### config.mk
export PLATFORM = sky130hd
export DESIGN_NAME = acs_top
export DESIGN_NICKNAME = d
export VERILOG_FILES = /design/src/include/acs_pkg.sv /design/src/include/acs_res_if.sv /design/src/verilog/acs_result_store.sv /design/src/verilog/acs_top.sv
export SDC_FILE = /design/constraint.sdc
export NUM_CORES = 1
export LEC_CHECK = 0
export BUFFER_PORTS_ARGS = -buffer_cell sky130_fd_sc_hd__buf_2
export CAP_MARGIN = 20
export CORE_UTILIZATION = 55
export CTS_CLUSTER_DIAMETER = 120
export DETAILED_ROUTE_END_ITERATION = 7
export PLACE_DENSITY = 0.79
export SETUP_SLACK_MARGIN = 0.05
export SYNTH_ARGS = -nofsm -noshare
export SYNTH_HDL_FRONTEND = slang
export SYNTH_SLANG_ARGS = --single-unit
### constraint.sdc
create_clock -name pclk -period 6 [get_ports pclk]
set_clock_uncertainty 0.05 [all_clocks]
set_input_delay 0.9 -clock pclk [delete_from_list [all_inputs] [get_ports pclk]]
set_output_delay 0.9 -clock pclk [all_outputs]
set_load 0.005 [all_outputs]
### src/include/acs_pkg.sv
package acs_pkg;
   // Register byte offsets on the APB
   localparam logic [7:0] OFF_CSR = 8'h00;
   localparam logic [7:0] OFF_TRG = 8'h04;
   localparam logic [7:0] OFF_RES_A = 8'h08;
   localparam logic [7:0] OFF_RES_B = 8'h0c;
   localparam logic [7:0] OFF_RES_C = 8'h10;
   localparam logic [7:0] OFF_RES_D = 8'h14;
   localparam int ADDR_W = 8;
   // Field positions of converter_control_status
   localparam int B_END = 7;
   localparam int B_IE = 6;
   localparam int B_GO = 5;
   localparam int B_SCAN = 4;
   localparam int B_SPD = 3;
   localparam int B_CH_HI = 2;
   // Field positions of the trigger control register
   localparam int B_EXTERNAL_TRIGGER_ENABLE = 7;
   localparam logic [7:0] TRG_FIXED_ONES = 8'h7e;
   localparam logic [7:0] CSR_RESET = 8'h00;
   // Result layout: data in bits 15 to 6
   localparam int RES_W = 10;
   localparam int RES_LSB = 6;
   localparam int NUM_RES = 4;
   // Conversion times in states; one state is one clock period
   localparam int STATE_CYC = 1;
   localparam int SLOW_FIRST_ST = 134;
   localparam int FAST_FIRST_ST = 70;
   localparam int SLOW_NEXT_ST = 128;
   localparam int FAST_NEXT_ST = 66;
   localparam int CNT_W = 8;
   localparam logic [CNT_W-1:0] SLOW_FIRST_CYC = CNT_W'(SLOW_FIRST_ST * STATE_CYC);
   localparam logic [CNT_W-1:0] FAST_FIRST_CYC = CNT_W'(FAST_FIRST_ST * STATE_CYC);
   localparam logic [CNT_W-1:0] SLOW_NEXT_CYC = CNT_W'(SLOW_NEXT_ST * STATE_CYC);
   localparam logic [CNT_W-1:0] FAST_NEXT_CYC = CNT_W'(FAST_NEXT_ST * STATE_CYC);
   // Sequencer states
   typedef enum logic [0:0] {
      ST_IDLE = 1'b0,
      ST_CONV = 1'b1
   } acs_state_type;
endpackage : acs_pkg

### src/include/acs_res_if.sv
// Carries result writes and reads between the sequencer and the result store
interface acs_res_if;
   import acs_pkg::*;
   logic wr_en; // One-cycle write strobe
   logic [1:0] wr_idx; // Target result register
   logic [RES_W-1:0] wr_data; // Converted code
   logic [1:0] rd_idx; // Register to read
   logic [RES_W-1:0] rd_data; // Registered read data
   modport ctrl (output wr_en, output wr_idx, output wr_data, output rd_idx, input rd_data);
   modport store (input wr_en, input wr_idx, input wr_data, input rd_idx, output rd_data);
endinterface : acs_res_if

### src/verilog/acs_result_store.sv
// Four result registers, one per channel pair, with registered read data
module acs_result_store (
   input wire logic pclk,
   input wire logic presetn,
   acs_res_if.store res
);
   import acs_pkg::*;

   logic [RES_W-1:0] mem_q [NUM_RES]; // Stored codes

   // Write one entry per conversion end
   generate
      for (genvar i = 0; i < NUM_RES; i++) begin : g_ent
         always_ff @(posedge pclk or negedge presetn) begin
            if (!presetn) begin
               mem_q[i] <= '0;
            end else if (res.wr_en && (res.wr_idx == 2'(i))) begin
               mem_q[i] <= res.wr_data;
            end
         end
      end
   endgenerate

   // Read data comes out of a register
   always_ff @(posedge pclk or negedge presetn) begin
      if (!presetn) begin
         res.rd_data <= '0;
      end else begin
         res.rd_data <= mem_q[res.rd_idx];
      end
   end
endmodule : acs_result_store

### src/verilog/acs_top.sv
module acs_top (
   input wire logic pclk,
   input wire logic presetn,
   // APB slave
   input wire logic psel,
   input wire logic penable,
   input wire logic pwrite,
   input wire logic [acs_pkg::ADDR_W-1:0] paddr,
   input wire logic [31:0] pwdata,
   output logic [31:0] prdata,
   output logic pready,
   output logic pslverr,
   // Power control, same clock domain
   input wire logic standby_req,
   // External trigger pin
   input wire logic external_trigger_input,
   // Analog core
   input wire logic [acs_pkg::RES_W-1:0] analog_code,
   output logic [2:0] analog_channel,
   output logic analog_active,
   output logic analog_fast,
   // Interrupt request
   output logic conversion_done_irq
);
   import acs_pkg::*;

   // Control register fields
   logic conversion_end_flag_q; // End flag
   logic end_interrupt_enable_q; // Interrupt enable
   logic conversion_go_q; // Start bit
   logic scan_mode_q; // Mode select
   logic conversion_speed_select_q; // Speed select
   logic [2:0] channel_field_q; // Channel field
   logic external_trigger_enable_q; // Trigger enable
   logic trg_res0_q; // Plain read/write spare bit of trigger register
   logic end_read_armed_q; // Flag was read as one

   // Sequencer state
   acs_state_type state_q;
   logic [CNT_W-1:0] cnt_q; // Remaining cycles of this conversion
   logic [1:0] pos_q; // Position within the scan group
   logic [2:0] cur_ch_q; // Channel under conversion

   // Synchronisers
   logic [RES_W-1:0] code_s1_q; // First stage, read only by second
   logic [RES_W-1:0] code_s2_q; // Second stage
   logic [RES_W-1:0] code_s3_q; // Previous second-stage sample
   logic [RES_W-1:0] code_hold_q; // Last code seen steady for two cycles
   logic trg_s1_q; // First stage, read only by second
   logic trg_s2_q; // Stable trigger level
   logic trg_s3_q; // Delayed level for edge detection

   // Bus decode
   logic acc; // Access phase
   logic wr_acc; // Write takes effect
   logic rd_acc; // Read completes
   logic hit_csr; // Control/status address
   logic hit_trg; // Trigger control address
   logic hit_res; // Any result address
   logic mapped; // Address belongs to this block
   logic [7:0] csr_view; // Register image

   // Sequencer events
   logic trg_fall; // Falling edge on the trigger pin
   logic conv_end; // Current conversion finishes this cycle
   logic pass_end; // Last channel of a scan pass
   logic set_end; // Sets the end flag
   logic single_done; // Single conversion finished
   logic [CNT_W-1:0] first_cyc; // Time of a first conversion
   logic [CNT_W-1:0] next_cyc; // Time of a later scan conversion
   logic [2:0] start_ch; // Channel for a new start

   acs_res_if res ();

   acs_result_store u_store (
      .pclk(pclk),
      .presetn(presetn),
      .res(res)
   );

   // Access phase decode
   assign acc = psel && penable;
   assign wr_acc = acc && pwrite;
   assign rd_acc = acc && !pwrite;
   // Address match per register
   assign hit_csr = (paddr == OFF_CSR);
   assign hit_trg = (paddr == OFF_TRG);
   assign hit_res = (paddr == OFF_RES_A) || (paddr == OFF_RES_B) ||
      (paddr == OFF_RES_C) || (paddr == OFF_RES_D);
   assign mapped = hit_csr || hit_trg || hit_res;

   // No wait states; unmapped addresses answer with an error
   assign pready = 1'b1;
   assign pslverr = acc && !mapped;

   // Register image of the control/status register
   always_comb begin
      // Start from the reset image, then lay in each field
      csr_view = CSR_RESET;
      csr_view[B_END] = conversion_end_flag_q;
      csr_view[B_IE] = end_interrupt_enable_q;
      csr_view[B_GO] = conversion_go_q;
      csr_view[B_SCAN] = scan_mode_q;
      csr_view[B_SPD] = conversion_speed_select_q;
      csr_view[B_CH_HI:0] = channel_field_q;
   end

   // Result register index follows the address in the setup cycle
   // Only meaningful while a result address is on the bus
   assign res.rd_idx = 2'(paddr[ADDR_W-1:2] - OFF_RES_A[ADDR_W-1:2]);

   // Read data mux; result words sit in bits 15 to 6
   always_comb begin
      // Zero outside a read access phase
      prdata = '0;
      if (rd_acc) begin
         if (hit_csr) begin
            // Control/status byte
            prdata[7:0] = csr_view;
         end else if (hit_trg) begin
            // Fixed ones, enable and spare bit
            prdata[7:0] = TRG_FIXED_ONES;
            prdata[B_EXTERNAL_TRIGGER_ENABLE] = external_trigger_enable_q;
            prdata[0] = trg_res0_q;
         end else if (hit_res) begin
            // Result word, low six bits zero
            prdata[RES_LSB +: RES_W] = res.rd_data;
         end
      end
   end

   // Two-flop synchronisers for pin inputs
   always_ff @(posedge pclk or negedge presetn) begin
      if (!presetn) begin
         code_s1_q <= '0;
         code_s2_q <= '0;
         code_s3_q <= '0;
         // Trigger stages idle high so release of reset gives no false edge
         trg_s1_q <= 1'b1;
         trg_s2_q <= 1'b1;
         trg_s3_q <= 1'b1;
      end else begin
         code_s1_q <= analog_code;
         code_s2_q <= code_s1_q;
         code_s3_q <= code_s2_q;
         trg_s1_q <= external_trigger_input;
         trg_s2_q <= trg_s1_q;
         trg_s3_q <= trg_s2_q;
      end
   end

   // Holds the code only once two samples agree, so a word caught changing is never stored
   always_ff @(posedge pclk or negedge presetn) begin
      if (!presetn) begin
         code_hold_q <= '0;
      end else if (code_s2_q == code_s3_q) begin
         // Steady for two cycles: safe to take
         code_hold_q <= code_s3_q;
      end
   end

   // Falling edge seen on the synchronised trigger
   assign trg_fall = external_trigger_enable_q && trg_s3_q && !trg_s2_q;

   // Conversion time by speed select
   assign first_cyc = conversion_speed_select_q ? FAST_FIRST_CYC : SLOW_FIRST_CYC;
   assign next_cyc = conversion_speed_select_q ? FAST_NEXT_CYC : SLOW_NEXT_CYC;

   // First channel: direct in single mode, group base in scan mode
   assign start_ch = scan_mode_q ? {channel_field_q[B_CH_HI], 2'b00} :
      channel_field_q;

   // End of the conversion in progress
   assign conv_end = (state_q == ST_CONV) && conversion_go_q && (cnt_q == CNT_W'(1));
   // Pass ends when the position reaches the count field
   assign pass_end = scan_mode_q && (pos_q == channel_field_q[1:0]);
   // Single mode ends at every conversion
   assign single_done = conv_end && !scan_mode_q;
   assign set_end = single_done || (conv_end && pass_end);

   // Sequencer: counts conversion time and walks the channels
   always_ff @(posedge pclk or negedge presetn) begin
      if (!presetn) begin
         // Idle on channel 0 with nothing counted
         state_q <= ST_IDLE;
         cnt_q <= '0;
         pos_q <= '0;
         cur_ch_q <= '0;
      end else begin
         unique case (state_q)
            ST_IDLE: begin
               // Start in the selected mode once the go bit is set
               if (conversion_go_q) begin
                  state_q <= ST_CONV;
                  cnt_q <= first_cyc;
                  pos_q <= '0;
                  cur_ch_q <= start_ch;
               end
            end
            ST_CONV: begin
               if (!conversion_go_q) begin
                  // Go cleared by software or standby: stop, no result
                  state_q <= ST_IDLE;
               end else if (conv_end) begin
                  if (!scan_mode_q) begin
                     state_q <= ST_IDLE;
                  end else if (pass_end) begin
                     // Restart at the group's first input
                     pos_q <= '0;
                     cur_ch_q <= {channel_field_q[B_CH_HI], 2'b00};
                     cnt_q <= next_cyc;
                  end else begin
                     // Next channel of the pass
                     pos_q <= pos_q + 2'd1;
                     cur_ch_q <= {channel_field_q[B_CH_HI], pos_q + 2'd1};
                     cnt_q <= next_cyc;
                  end
               end else begin
                  // Count down one cycle
                  cnt_q <= cnt_q - CNT_W'(1);
               end
            end
         endcase
      end
   end

   // Result write at each conversion end; pair index is low channel bits
   assign res.wr_en = conv_end;
   assign res.wr_idx = cur_ch_q[1:0];
   assign res.wr_data = code_hold_q;

   // Start bit: software, trigger, automatic clear, standby
   always_ff @(posedge pclk or negedge presetn) begin
      if (!presetn) begin
         // No conversion after reset
         conversion_go_q <= 1'b0;
      end else if (standby_req) begin
         // Standby stops any conversion
         conversion_go_q <= 1'b0;
      end else if (trg_fall) begin
         // Trigger edge wins over a software write
         conversion_go_q <= 1'b1;
      end else if (wr_acc && hit_csr) begin
         // Software start or stop
         conversion_go_q <= pwdata[B_GO];
      end else if (single_done) begin
         // Automatic clear at the end of a single conversion
         conversion_go_q <= 1'b0;
      end
   end

   // Plain control fields
   always_ff @(posedge pclk or negedge presetn) begin
      if (!presetn) begin
         // Single mode, channel 0, slow, interrupt off
         end_interrupt_enable_q <= 1'b0;
         scan_mode_q <= 1'b0;
         conversion_speed_select_q <= 1'b0;
         channel_field_q <= '0;
      end else if (standby_req) begin
         // Standby returns the fields to reset values
         end_interrupt_enable_q <= 1'b0;
         scan_mode_q <= 1'b0;
         conversion_speed_select_q <= 1'b0;
         channel_field_q <= '0;
      end else if (wr_acc && hit_csr) begin
         // Software write of the control byte
         end_interrupt_enable_q <= pwdata[B_IE];
         scan_mode_q <= pwdata[B_SCAN];
         conversion_speed_select_q <= pwdata[B_SPD];
         channel_field_q <= pwdata[B_CH_HI:0];
      end
   end

   // Trigger control register
   always_ff @(posedge pclk or negedge presetn) begin
      if (!presetn) begin
         // Trigger off, spare bit clear
         external_trigger_enable_q <= 1'b0;
         trg_res0_q <= 1'b0;
      end else if (wr_acc && hit_trg) begin
         // Enable and spare bit are plain read/write
         external_trigger_enable_q <= pwdata[B_EXTERNAL_TRIGGER_ENABLE];
         trg_res0_q <= pwdata[0];
      end
   end

   // Remembers a read of the end flag as one
   always_ff @(posedge pclk or negedge presetn) begin
      if (!presetn) begin
         // Nothing read yet
         end_read_armed_q <= 1'b0;
      end else if (standby_req) begin
         // Standby forgets the read
         end_read_armed_q <= 1'b0;
      end else if (wr_acc && hit_csr) begin
         // Any control write uses up the read
         end_read_armed_q <= 1'b0;
      end else if (rd_acc && hit_csr && conversion_end_flag_q) begin
         // Flag seen as one by software
         end_read_armed_q <= 1'b1;
      end
   end

   // End flag: hardware set wins over the software clear
   always_ff @(posedge pclk or negedge presetn) begin
      if (!presetn) begin
         // No conversion finished yet
         conversion_end_flag_q <= 1'b0;
      end else if (set_end) begin
         // Conversion or pass end, wins over any clear
         conversion_end_flag_q <= 1'b1;
      end else if (standby_req) begin
         // Standby clears the flag
         conversion_end_flag_q <= 1'b0;
      end else if (wr_acc && hit_csr && !pwdata[B_END] && end_read_armed_q) begin
         // Zero written after a read of one
         conversion_end_flag_q <= 1'b0;
      end
   end

   // Interrupt request and analog core controls
   assign conversion_done_irq = conversion_end_flag_q && end_interrupt_enable_q;
   // Analog core follows the sequencer
   assign analog_channel = cur_ch_q;
   assign analog_active = (state_q == ST_CONV);
   // Speed select passes straight to the core
   assign analog_fast = conversion_speed_select_q;
endmodule : acs_top

==> results of run 1 <==
## through the flow
stage	hold WS [ns]	total power [uW]
floorplan	0.281	913
global placement	0.283	945
detailed placement	0.286	947
CTS	0.301	1900
global route	0.304	1950
finish	0.299	1880
## cell type report
type / count / share of cell area (%)
Clock buffer: 18 / 7.19
Inverter: 7 / 0.442
Tap cell: 108 / 2.27
Timing Repair Buffer: 56 / 4.79
Clock inverter: 14 / 2.33
Sequential cell: 118 / 49.7
Multi-Input combinational cell: 232 / 33.3
## Yosys cell counts (all sizes together), types with 2 or more instances
master  number
a31oi        4
clkbuf       4
buf         23
mux2i        9
dfrtp      115
a211oi       3
xor2        11
conb         2
or4          3
nor2        18
nand2        9
dfstp        3
nand4        3
a21oi        8
or4b         2
o21ai       11
ha           2
nand2b       4
nor4         8
and2        10
nor2b        3
xnor2        3
or3          4
inv          7
o21a         6
and3b        2
mux2        53
nand3        3
nor3b        5
mux4        10
nor3         9
## critical path: cells and delay by family
| kind | cells | cell delay [ns] |
|---|---|---|
| buf+inv | 2 | 0.21 |
| simple gates | 4 | 1.66 |
## kinds of logic after synthesis
kind of cell             Yosys count
AND/OR/NAND/NOR                   86
adder cells (fa/ha/maj)            2
buffers and inverters             34
other                              2
flip-flops                       118
XOR/XNOR                          14
AO/OA/AOI/OAI                     41
multiplexers                      72
## layer usage
metal,part of all wire (%),vias up
met5,0,-
met4,0.92,0
met3,3.9,14
met2,51,67
met1,44,1549
li1,-,1424
## where the power goes
part	total [uW]	switching [uW]	leakage, uW	internal, uW
logic	96.2	56.0	0.00103	40.2
clock network	949	381	0.000266	568
registers	837	19.7	0.00157	817
## sequential cells by signal, indices dropped and copies added, names as in the netlist, 8 cells and up
register / count
cnt_q: 8
code_s2_q: 10
u_store.res.rd_data: 10
code_hold_q: 10
u_store.mem_q: 40
code_s3_q: 10
code_s1_q: 10
## path summary, 6_finish.rpt
| check | start | to | slack (ns) | cells past startpoint |
|---|---|---|---|---|
| max in group asynchronous | presetn | u_store.mem_q[11]$_DFFE_PN0P_ | 4.28 | 2 |
| min in group asynchronous | presetn | cnt_q[2]$_DFFE_PN0P_ | 0.39 | 1 |
| worst min register to register | code_s1_q[3]$_DFF_PN0_ | code_s2_q[3]$_DFF_PN0_ | 0.30 | 0 |
| worst max-delay path | paddr[0] | prdata[14] | 2.26 | 6 |
| worst max register to register | cnt_q[1]$_DFFE_PN0P_ | u_store.mem_q[15]$_DFFE_PN0P_ | 3.67 | 6 |
| worst min-delay path | code_s1_q[3]$_DFF_PN0_ | code_s2_q[3]$_DFF_PN0_ | 0.30 | 0 |
==> metrics.yaml, run 1 <==
setup_path:
  crit_path_top_delay_cell: "or4_4"
  crit_fanout: 8
  path_cells: "buf_2 > or4_4 > or4_4 > nor2_2 > and2_1 > buf_2"
  cpPeakStageDelay_ns: 0.57
  worstPathArrival_ns: 2.79
  crit_type: "in2out"
  cp-start-kind: "primary input"
  critPathCaptureType: "primary output"
  required_ns: 5.05
placed_design:
  dpl.cell_count: 521
  io_buffers: 55
  placed_area_sq_mm: 0.00538
  place_congestion: 0.820
  dp_hpwl_um: 5850
  dp_slack_ns: 2.25
synth:
  ys_seq_area_share_pct: 58.3
  ys.flop_type: "dfrtp_1"
  ys_warn_count: 0
  synth_fa_ha_area_share_pct: 0.493
  synth_mux_area_share_pct: 18.0
  synth_area_leaders: "dfrtp_1, mux2_2, mux4_2"
  synth_simple_gate_area_share_pct: 11.4
  synth-edff-count: 0
  netlist.area_leader.share_pct: 56.7
  yosys_register_bits: 118
  postSynthCellCount: 369
  synth_compound_area_share_pct: 5.50
  avgSynthCellArea_sq_um: 13.8
  synth_area_sq_mm: 0.00507
  async_flop_share_pct: 100
  synth_top_family_by_area: "multiplexers"
  synth_cell_type_count: 53
  synthXorXnorAreaFrac_pct: 2.42
  synth_area_leader_cell: "dfrtp_1"
sta:
  fin_ws_ns: 2.26
  period_needed_ns: 3.74
  rsz0062_at_grt: "no"
  min_period_over_period_pct: 62.3
  worst_slew_margin_rel_pct: 49.9
  setup_tns_ns: 0
  worst_slew_pin_slew_ns: 0.746
  slew_violations: 0
  hold_viol: 0
  fmax_mhz: 268
  setup_violations: 0
global_route:
  grt_overflow_total: 0
  use_met2_pct: 34.9
  use_met3_pct: 7.23
  busiest_layer: "met2"
  antenna_found_initial: 0
  track_usage_pct: 21.1
  grt_pass1_vias: 3054
  grt_pass1_wl_um: 15300
  gr-usage-met1_pct: 26.2
  grt_max_degree: 63
finish:
  drive_gt1_share_pct: 38.7
  nets: 491
  area.growth.synth_to_final_pct: 17.3
  fin_cells: 553
  final_common_cell: "dfrtp_1"
  final_cell_mix: "dfrtp_1, buf_2, mux2_2"
  multi_input_area_sq_mm: 0.00198
  fill_cells: 631
  seqCellArea_sq_mm: 0.00296
  final_area_sq_mm: 0.00595
  diodes: 0
  utilization_pct: 67.6
hold_path:
  hold_path_class: "reg2reg"
route:
  routed_wl_um: 8980
  viasPerCell: 5.52
  drtPass1Iterations: 6
  drc: 8
  drt_iter0_drc: 113
  final_antenna_net_count: 0
  route.vias.total: 3054
  wl_per_cell_um: 16.2
flow_run:
  max_cap_violations: 0
run_status:
  status: "complete, but fails checks"
  violations: "DRC"
cts:
  cts_buffer_depth: 2
  cts_resized: 0
  root_buffer: "clkbuf_8"
  cts_buffers: 17
  clock-sinks: 118
  cts-htree-levels: 4
  clk_latency_ns: 0.52
  cts_tree: "built"
  post_cts.repair.setup_buffers: 0
  postCtsHoldBufs: 0
  path_clk_slew_ns: 0.06
pwr:
  power_density_mw_per_mm2: 316
  peakVddDrop_uv: 237
  leakage_uw: 0.00286
die:
  io_pins: 97
  die_h_um: 98.1
  die_width_um: 98.1
  die-area_sq_mm: 0.00961
  start_util_pct: 57.6
  num_rows: 34
  core-area_sq_mm: 0.00881
No activity file was read; power rests on OpenSTA's default activity.
==> run 2, diff against run 1 <==
- CORE_UTILIZATION: 55 -> 50
- PLACE_DENSITY: 0.79 -> 0.76
- clock period: 6 -> 3.05 ns (I/O delays scaled with it)
==> run 2 against run 1 <==
The flow now finishes without violations. Non-clock buffer count grew 15. Final cell count increased by 7.2%. Total power increased by 98%. Largest cell class unchanged. Worst hold slack got worse by 0.15 ns. Clock-buffer cell count fell by 1. Design area increased by 3.2%. Sequential power up 97%. Die area increased by 9.8%. Largest power group unchanged. Register-to-register slack got worse by 3.0 ns.
==> metrics.yaml, run 2 (synthesized netlist as in run 1, its figures left out) <==
setup_path:
  crit_type: "in2out"
  crit_fanout: 8  # unchanged
  cp_num_cells: 6  # unchanged
  path_cells: "buf_2 > or4_4 > or4_4 > nor2_2 > and2_1 > buf_2"
  critPathCaptureType: "primary output"
  required_ns: 2.54  # -2.51 ns
  crit_buf_inv: 2  # unchanged
  cp-start-kind: "primary input"
  cp_top_family: "simple AND/OR/NAND/NOR gates"
  rr_worst_depth: 6  # unchanged
  worstPathArrival_ns: 2.28  # -0.51 ns
  crit_path_top_delay_cell: "or4_4"
  cpPeakStageDelay_ns: 0.57  # about the same
cts:
  cts-htree-levels: 4  # unchanged
  clk_latency_ns: 0.51  # about the same
  cts_resized: 0  # unchanged
  cts_tree: "built"
  clock-sinks: 118  # unchanged
  path_clk_slew_ns: 0.06  # about the same
  cts_buffer_depth: 2  # unchanged
  post_cts.repair.setup_buffers: 0  # unchanged
  root_buffer: "clkbuf_8"
  cts_buffers: 17  # unchanged
run_status:
  status: "completed"
sta:
  fmax_mhz: 358
  slew_violations: 0  # unchanged
  period_needed_ns: 2.79
  setup_tns_ns: 0  # unchanged
  rsz0062_at_grt: "no"
  min_period_over_period_pct: 91.5
  worst_slew_margin_rel_pct: 53.9  # +4.0 points
  setup_violations: 0  # unchanged
  worst_slew_pin_slew_ns: 0.692  # -0.0541 ns
  hold_viol: 0  # unchanged
  fin_ws_ns: 0.259  # -2.01 ns
route:
  route.vias.total: 3183  # +4.2%
  final_antenna_net_count: 0  # unchanged
  wl_per_cell_um: 15.8  # -2.5%
  wl_met1_um: 3940  # -0.48%
  drt_iter0_drc: 166  # +47%
  top_layer_used: "met4"
  drtPass1Iterations: 4  # -2
  routed_wl_um: 9390  # +4.6%
  viasPerCell: 5.37  # -2.8%
  wl_met2_um: 5000  # +9.0%
  met3_length_um: 374  # +5.9%
  drc: 0  # -8
finish:
  multi_input_area_sq_mm: 0.00198  # unchanged
  nets: 506  # +3.1%
  largest_reg_flops: 40  # unchanged
  drive_gt1_share_pct: 38.0  # -0.61 points
  final_common_cell: "dfrtp_1"
  seqCellArea_sq_mm: 0.00296  # unchanged
  regMostFlops: "u_store.mem_q"
  area.growth.synth_to_final_pct: 21.0
  diodes: 0  # unchanged
  fill_cells: 747  # +18%
  final_cell_mix: "dfrtp_1, buf_2, mux2_2"
  utilization_pct: 62.5  # -5.0 points
die:
  die-area_sq_mm: 0.0106  # +9.8%
  num_rows: 36  # +5.9%
  die_h_um: 103  # +4.8%
  core-area_sq_mm: 0.00982  # +12%
  io_pins: 97  # unchanged
  die_width_um: 103  # +4.8%
  start_util_pct: 51.7  # -5.9 points
pwr:
  peakVddDrop_uv: 492  # +110%
  leakage_uw: 0.00294  # +2.8%
  power_density_mw_per_mm2: 606  # +92%
  power_uw: 3720  # +98%
flow_run:
  max_cap_violations: 0  # unchanged
global_route:
  antenna_found_initial: 0  # unchanged
  grt_pass1_wl_um: 15700  # +2.9%
  grt_pass1_vias: 3200  # +4.8%
  track_usage_pct: 20.3  # -0.79 points
  grt_max_degree: 56  # -11%
  grt_overflow_total: 0  # unchanged
placed_design:
  place_congestion: 0.860  # +4.9%
  dp_slack_ns: 0.224  # -2.02 ns
  io_buffers: 55  # unchanged
  dp_hpwl_um: 6090  # +4.2%
hold_path:
  whs_path_depth: 3  # +3
  hold_path_class: "in2reg"
==> run 2: changes by cell type in the layout (fill, tap and decap cells not counted) <==
cell | before | now
dlygate4sd3_1 | 0 | 12
inv_8 | 0 | 5
buf_4 | 2 | 4
clkinv_4 | 3 | 1
clkinv_8 | 0 | 2
clkinvlp_4 | 4 | 2
buf_12 | 0 | 1
bufinv_16 | 1 | 0
clkbuf_8 | 2 | 1
inv_6 | 6 | 5
==> run 2: path summary, 6_finish.rpt <==
kind                                        startpoint                      endpoint  slack (ns)
max in group asynchronous                      presetn        code_s3_q[1]$_DFF_PN0_        1.74
worst max register to register    cnt_q[1]$_DFFE_PN0P_  u_store.mem_q[2]$_DFFE_PN0P_        0.69
worst min-delay path                         pwdata[4]       scan_mode_q$_DFFE_PN0P_        0.15
min in group asynchronous                      presetn       analog_fast$_DFFE_PN0P_        0.50
worst min register to register  code_s1_q[4]$_DFF_PN0_        code_s2_q[4]$_DFF_PN0_        0.30
worst max-delay path                          paddr[0]                    prdata[13]        0.26
==> run 2: timing repair <==
action / CTS / global route
hold buffers: 12 / 0
endpoints found under the setup margin: 0 / 0
endpoints found under the hold margin: 60 / 0
==> run 2: power breakdown <==
group | switching (uW) | internal (uW) | total (uW)
sequential | 40.9 | 1610 | 1650
combinational | 115 | 92.7 | 208
clock | 816 | 1050 | 1870
total | 971 | 2750 | 3720
==> run 2: routing by layer <==
| layer | up-vias | track usage, % |
|---|---|---|
| met5 | - | 0 |
| met3 | 8 | 5.90 |
| li1 | 1460 | - |
| met2 | 80 | 33.9 |
| met1 | 1635 | 25.3 |
| met4 | 0 | 7.80 |
==> run 2: layout make-up <==
| type | instances | area share [%] |
|---|---|---|
| timing repair buffer | 71 | 7.17 |
| clock buffer | 17 | 6.74 |
| clock inverter | 15 | 2.55 |
| multi-input combinational | 232 | 32.3 |
| inverter | 7 | 0.428 |
| tap | 133 | 2.71 |
| sequential | 118 | 48.1 |
==> run 2: through the flow <==
step	std cells	hold slack, ns	instance area (sq um)
CTS	593	0.117	6140
finish	593	0.149	6140
detailed placement	549	0.288	5450
floorplan	384	0.112	5130
global placement	549	0.283	5450
global route	593	0.127	6140
==> run 2: worst min-delay path: cells and delay by family <==
family	cells	cell delay (ns)
buf+inv	1	0.07
mux	1	0.06
simple gates	1	0.08
==> run 3, diff against run 2 <==
- SYNTH_HIERARCHICAL: default -> 1
==> run 3 against run 2 <==
Clock power rose by 14%. Sequential power barely moved. Die area rose by 1.1%. Combinational power fell by 26%. Fmax rose by 0.85%. Non-clock buffer count rose by 2. Clock-buffer cell count rose by 7. Flip-flop and latch count did not move. Worst hold slack got worse by 0.013 ns. Utilization rose by 0.63 points.
==> metrics.yaml, run 3 <==
die:
  core-area_sq_mm: 0.00986  # +0.46%
  die_width_um: 103  # +0.53%
  die_h_um: 103  # +0.53%
  num_rows: 36  # unchanged
  start_util_pct: 52.0  # +0.32 points
  io_pins: 97  # unchanged
  die-area_sq_mm: 0.0107  # +1.1%
synth:
  postSynthCellCount: 372  # +0.81%
  synth-edff-count: 0  # unchanged
  avgSynthCellArea_sq_um: 13.8  # +0.27%
  netlist.area_leader.share_pct: 56.1  # -0.61 points
  async_flop_share_pct: 100  # unchanged
  ys_warn_count: 6  # +6
  synth_area_leaders: "dfrtp_1, mux2_2, mux2_4"
  ys_seq_area_share_pct: 57.6  # -0.63 points
  synth_area_leader_cell: "dfrtp_1"
  synth_common_cells: "dfrtp_1, mux2_2, mux2_4, nor2_1, buf_4"
  ys.flop_type: "dfrtp_1"
  synth_cell_type_count: 53  # unchanged
  synth_area_sq_mm: 0.00513  # +1.1%
  yosys_register_bits: 118  # unchanged
  synth_most_common_cell: "dfrtp_1"
sta:
  rsz0062_at_grt: "no"
  setup_violations: 0  # unchanged
  worst_slew_pin_slew_ns: 0.836  # +0.145 ns
  fin_ws_ns: 0.282  # +0.0235 ns
  min_period_over_period_pct: 90.7  # -0.77 points
  slew_violations: 0  # unchanged
  hold_viol: 0  # unchanged
  worst_slew_margin_rel_pct: 43.5  # -10 points
  setup_tns_ns: 0  # unchanged
  period_needed_ns: 2.77  # -0.0235 ns
  fmax_mhz: 361  # +0.85%
  hold_ws_ns: 0.137  # -0.0126 ns
cts:
  clk_latency_ns: 0.51  # about the same
  cts-htree-levels: 4  # unchanged
  path_clk_slew_ns: 0.06  # about the same
  cts_buffer_depth: 2  # unchanged
  root_buffer: "clkbuf_8"
  clock-sinks: 118  # unchanged
  cts_tree: "built"
  cts_buffers: 17  # unchanged
setup_path:
  cp_top_family: "simple AND/OR/NAND/NOR gates"
  path_cells: "inv_1 > ha_1 > or3b_2 > or3_4 > inv_1 > nor3b_2 > buf_4 > mux2_2"
  path_common_cell: "inv_1"
  crit_type: "reg2reg"
  ff2ff_setup_slack_ns: 0.28  # -0.41 ns
  required_ns: 3.39  # +0.85 ns
  cpPeakStageDelay_ns: 0.54  # -0.03 ns
  critPathCaptureType: "flop"
  cp-start-kind: "flop"
  crit_buf_inv: 3  # +1
  crit_path_top_delay_cell: "or3b_2"
  worstPathArrival_ns: 3.11  # +0.83 ns
  crit_fanout: 10  # +2
route:
  wl_per_cell_um: 15.7  # -0.81%
  route.vias.total: 3164  # -0.60%
  routed_wl_um: 9330  # -0.64%
  drc: 0  # unchanged
  drtPass1Iterations: 4  # unchanged
  viasPerCell: 5.33  # -0.76%
  drt_iter0_drc: 105  # -37%
  final_antenna_net_count: 0  # unchanged
pwr:
  p_sw_uw: 771  # -21%
  pwr-share-clk_pct: 54.3  # +4.1 points
  switching_share_pct: 19.7  # -6.4 points
  combPwrFrac_pct: 3.9  # -1.7 points
  peakVddDrop_uv: 496  # +0.83%
  internal_power_uw: 3150  # +14%
  seq_power_share_pct: 41.8  # -2.5 points
  power_density_mw_per_mm2: 629  # +3.8%
  power_uw: 3920  # +5.3%
  leakage_uw: 0.00312  # +6.3%
placed_design:
  place_congestion: 0.859  # -0.14%
  io_buffers: 55  # unchanged
  dp_slack_ns: 0.348  # +0.125 ns
  dp_hpwl_um: 5920  # -2.7%
finish:
  area.growth.synth_to_final_pct: 21.5
  final_common_cell: "dfrtp_1"
  utilization_pct: 63.2  # +0.63 points
  drive_gt1_share_pct: 36.4  # -1.6 points
  largest_reg_flops: 40  # unchanged
  regMostFlops: "u_store/mem_q"
  diodes: 0  # unchanged
  nets: 507  # +0.20%
  final_cell_mix: "dfrtp_1, buf_2, mux2_2"
global_route:
  grt_pass1_wl_um: 15700  # +0.13%
  grt_overflow_total: 0  # unchanged
  grt_max_degree: 50  # -11%
  track_usage_pct: 20.5  # +0.17 points
  grt_pass1_vias: 3253  # +1.7%
  antenna_found_initial: 0  # unchanged
hold_path:
  hold_path_class: "in2reg"
run_status:
  status: "completed"
flow_run:
  max_cap_violations: 0  # unchanged
[run 3: cell count changes after synthesis, moves of 3 or more]
| cell | change |
|---|---|
| a211oi_1 | -3 |
| a21oi_1 | -4 |
| buf_1 | -3 |
| buf_6 | +5 |
| mux2_2 | -15 |
| mux2_4 | +20 |
| nor2_1 | +5 |
| nor2_2 | -3 |
| o21a_1 | -6 |
| o21ai_0 | +4 |
| or3_1 | -3 |
[run 3: cell families (layout without fill, tap and decap cells)]
kind of cell,Yosys count,in the layout,synth area share (%)
compound gates,38,38,4.98
xor+xnor,14,14,2.39
fa+ha+maj,2,2,0.488
buf+inv,40,114,4.95
flops,118,118,57.6
mux,78,78,20.5
other cells,2,17,0.146
simple gates,80,80,8.88
[run 3: final timing paths]
| kind | end | depth (start not counted) | start |
|---|---|---|---|
| min in group asynchronous | scan_mode_q$_DFFE_PN0P_ | 2 | presetn |
| max reg2reg | u_store/mem_q[39]$_DFFE_PN0P_ | 8 | cnt_q[1]$_DFFE_PN0P_ |
| min | analog_fast$_DFFE_PN0P_ | 3 | pwdata[3] |
| max in group asynchronous | u_store/mem_q[33]$_DFFE_PN0P_ | 3 | presetn |
| min reg2reg | code_s2_q[9]$_DFF_PN0_ | 0 | code_s1_q[9]$_DFF_PN0_ |
| max | u_store/mem_q[39]$_DFFE_PN0P_ | 8 | cnt_q[1]$_DFFE_PN0P_ |
[run 3: tightest hold or removal path: cells and delay by family]
kind / cells / cell delay [ns]
mux: 1 / 0.05
buf+inv: 1 / 0.07
simple gates: 1 / 0.07
[run 3: area by class of cell]
class	count	area (sq um)
Tap cell	133	166
Timing Repair Buffer	73	455
Inverter	9	33.8
Fill cell	735	3630
Clock buffer	24	470
Clock inverter	8	173
Multi-Input combinational cell	229	1980
Sequential cell	118	2960
[run 3: power groups by stage]
stage          combinational, uW  clock [uW]  sequential (uW)
3_3_place_gp                 139           0             1660
4_1_cts                      156        2190             1640
5_1_grt                      174        2270             1640
6_report                     153        2130             1640
2_1_floorplan               88.0           0             1650
3_5_place_dp                 144           0             1660
[run 3: metal layers]
layer	vias to the layer above	GRT usage [%]	wire length [um]
li1	1459	-	-
met1	1616	24.9	4070
met2	74	33.8	4740
met3	15	6.92	372
met4	0	8.45	148
met5	-	0	0
[run 3: repair_timing]
action / CTS / global route
hold buffers: 12 / 0
hold endpoints to repair: 56 / 0
buffers inserted: 0 / 0
resized for setup: 0 / 0
[run 3: per-stage QoR]
step	area [sq um]	std cells
3_5_place_dp	5470	550
5_1_grt	6230	594
6_report	6230	594
4_1_cts	6230	594
3_3_place_gp	5470	550
2_1_floorplan	5190	387
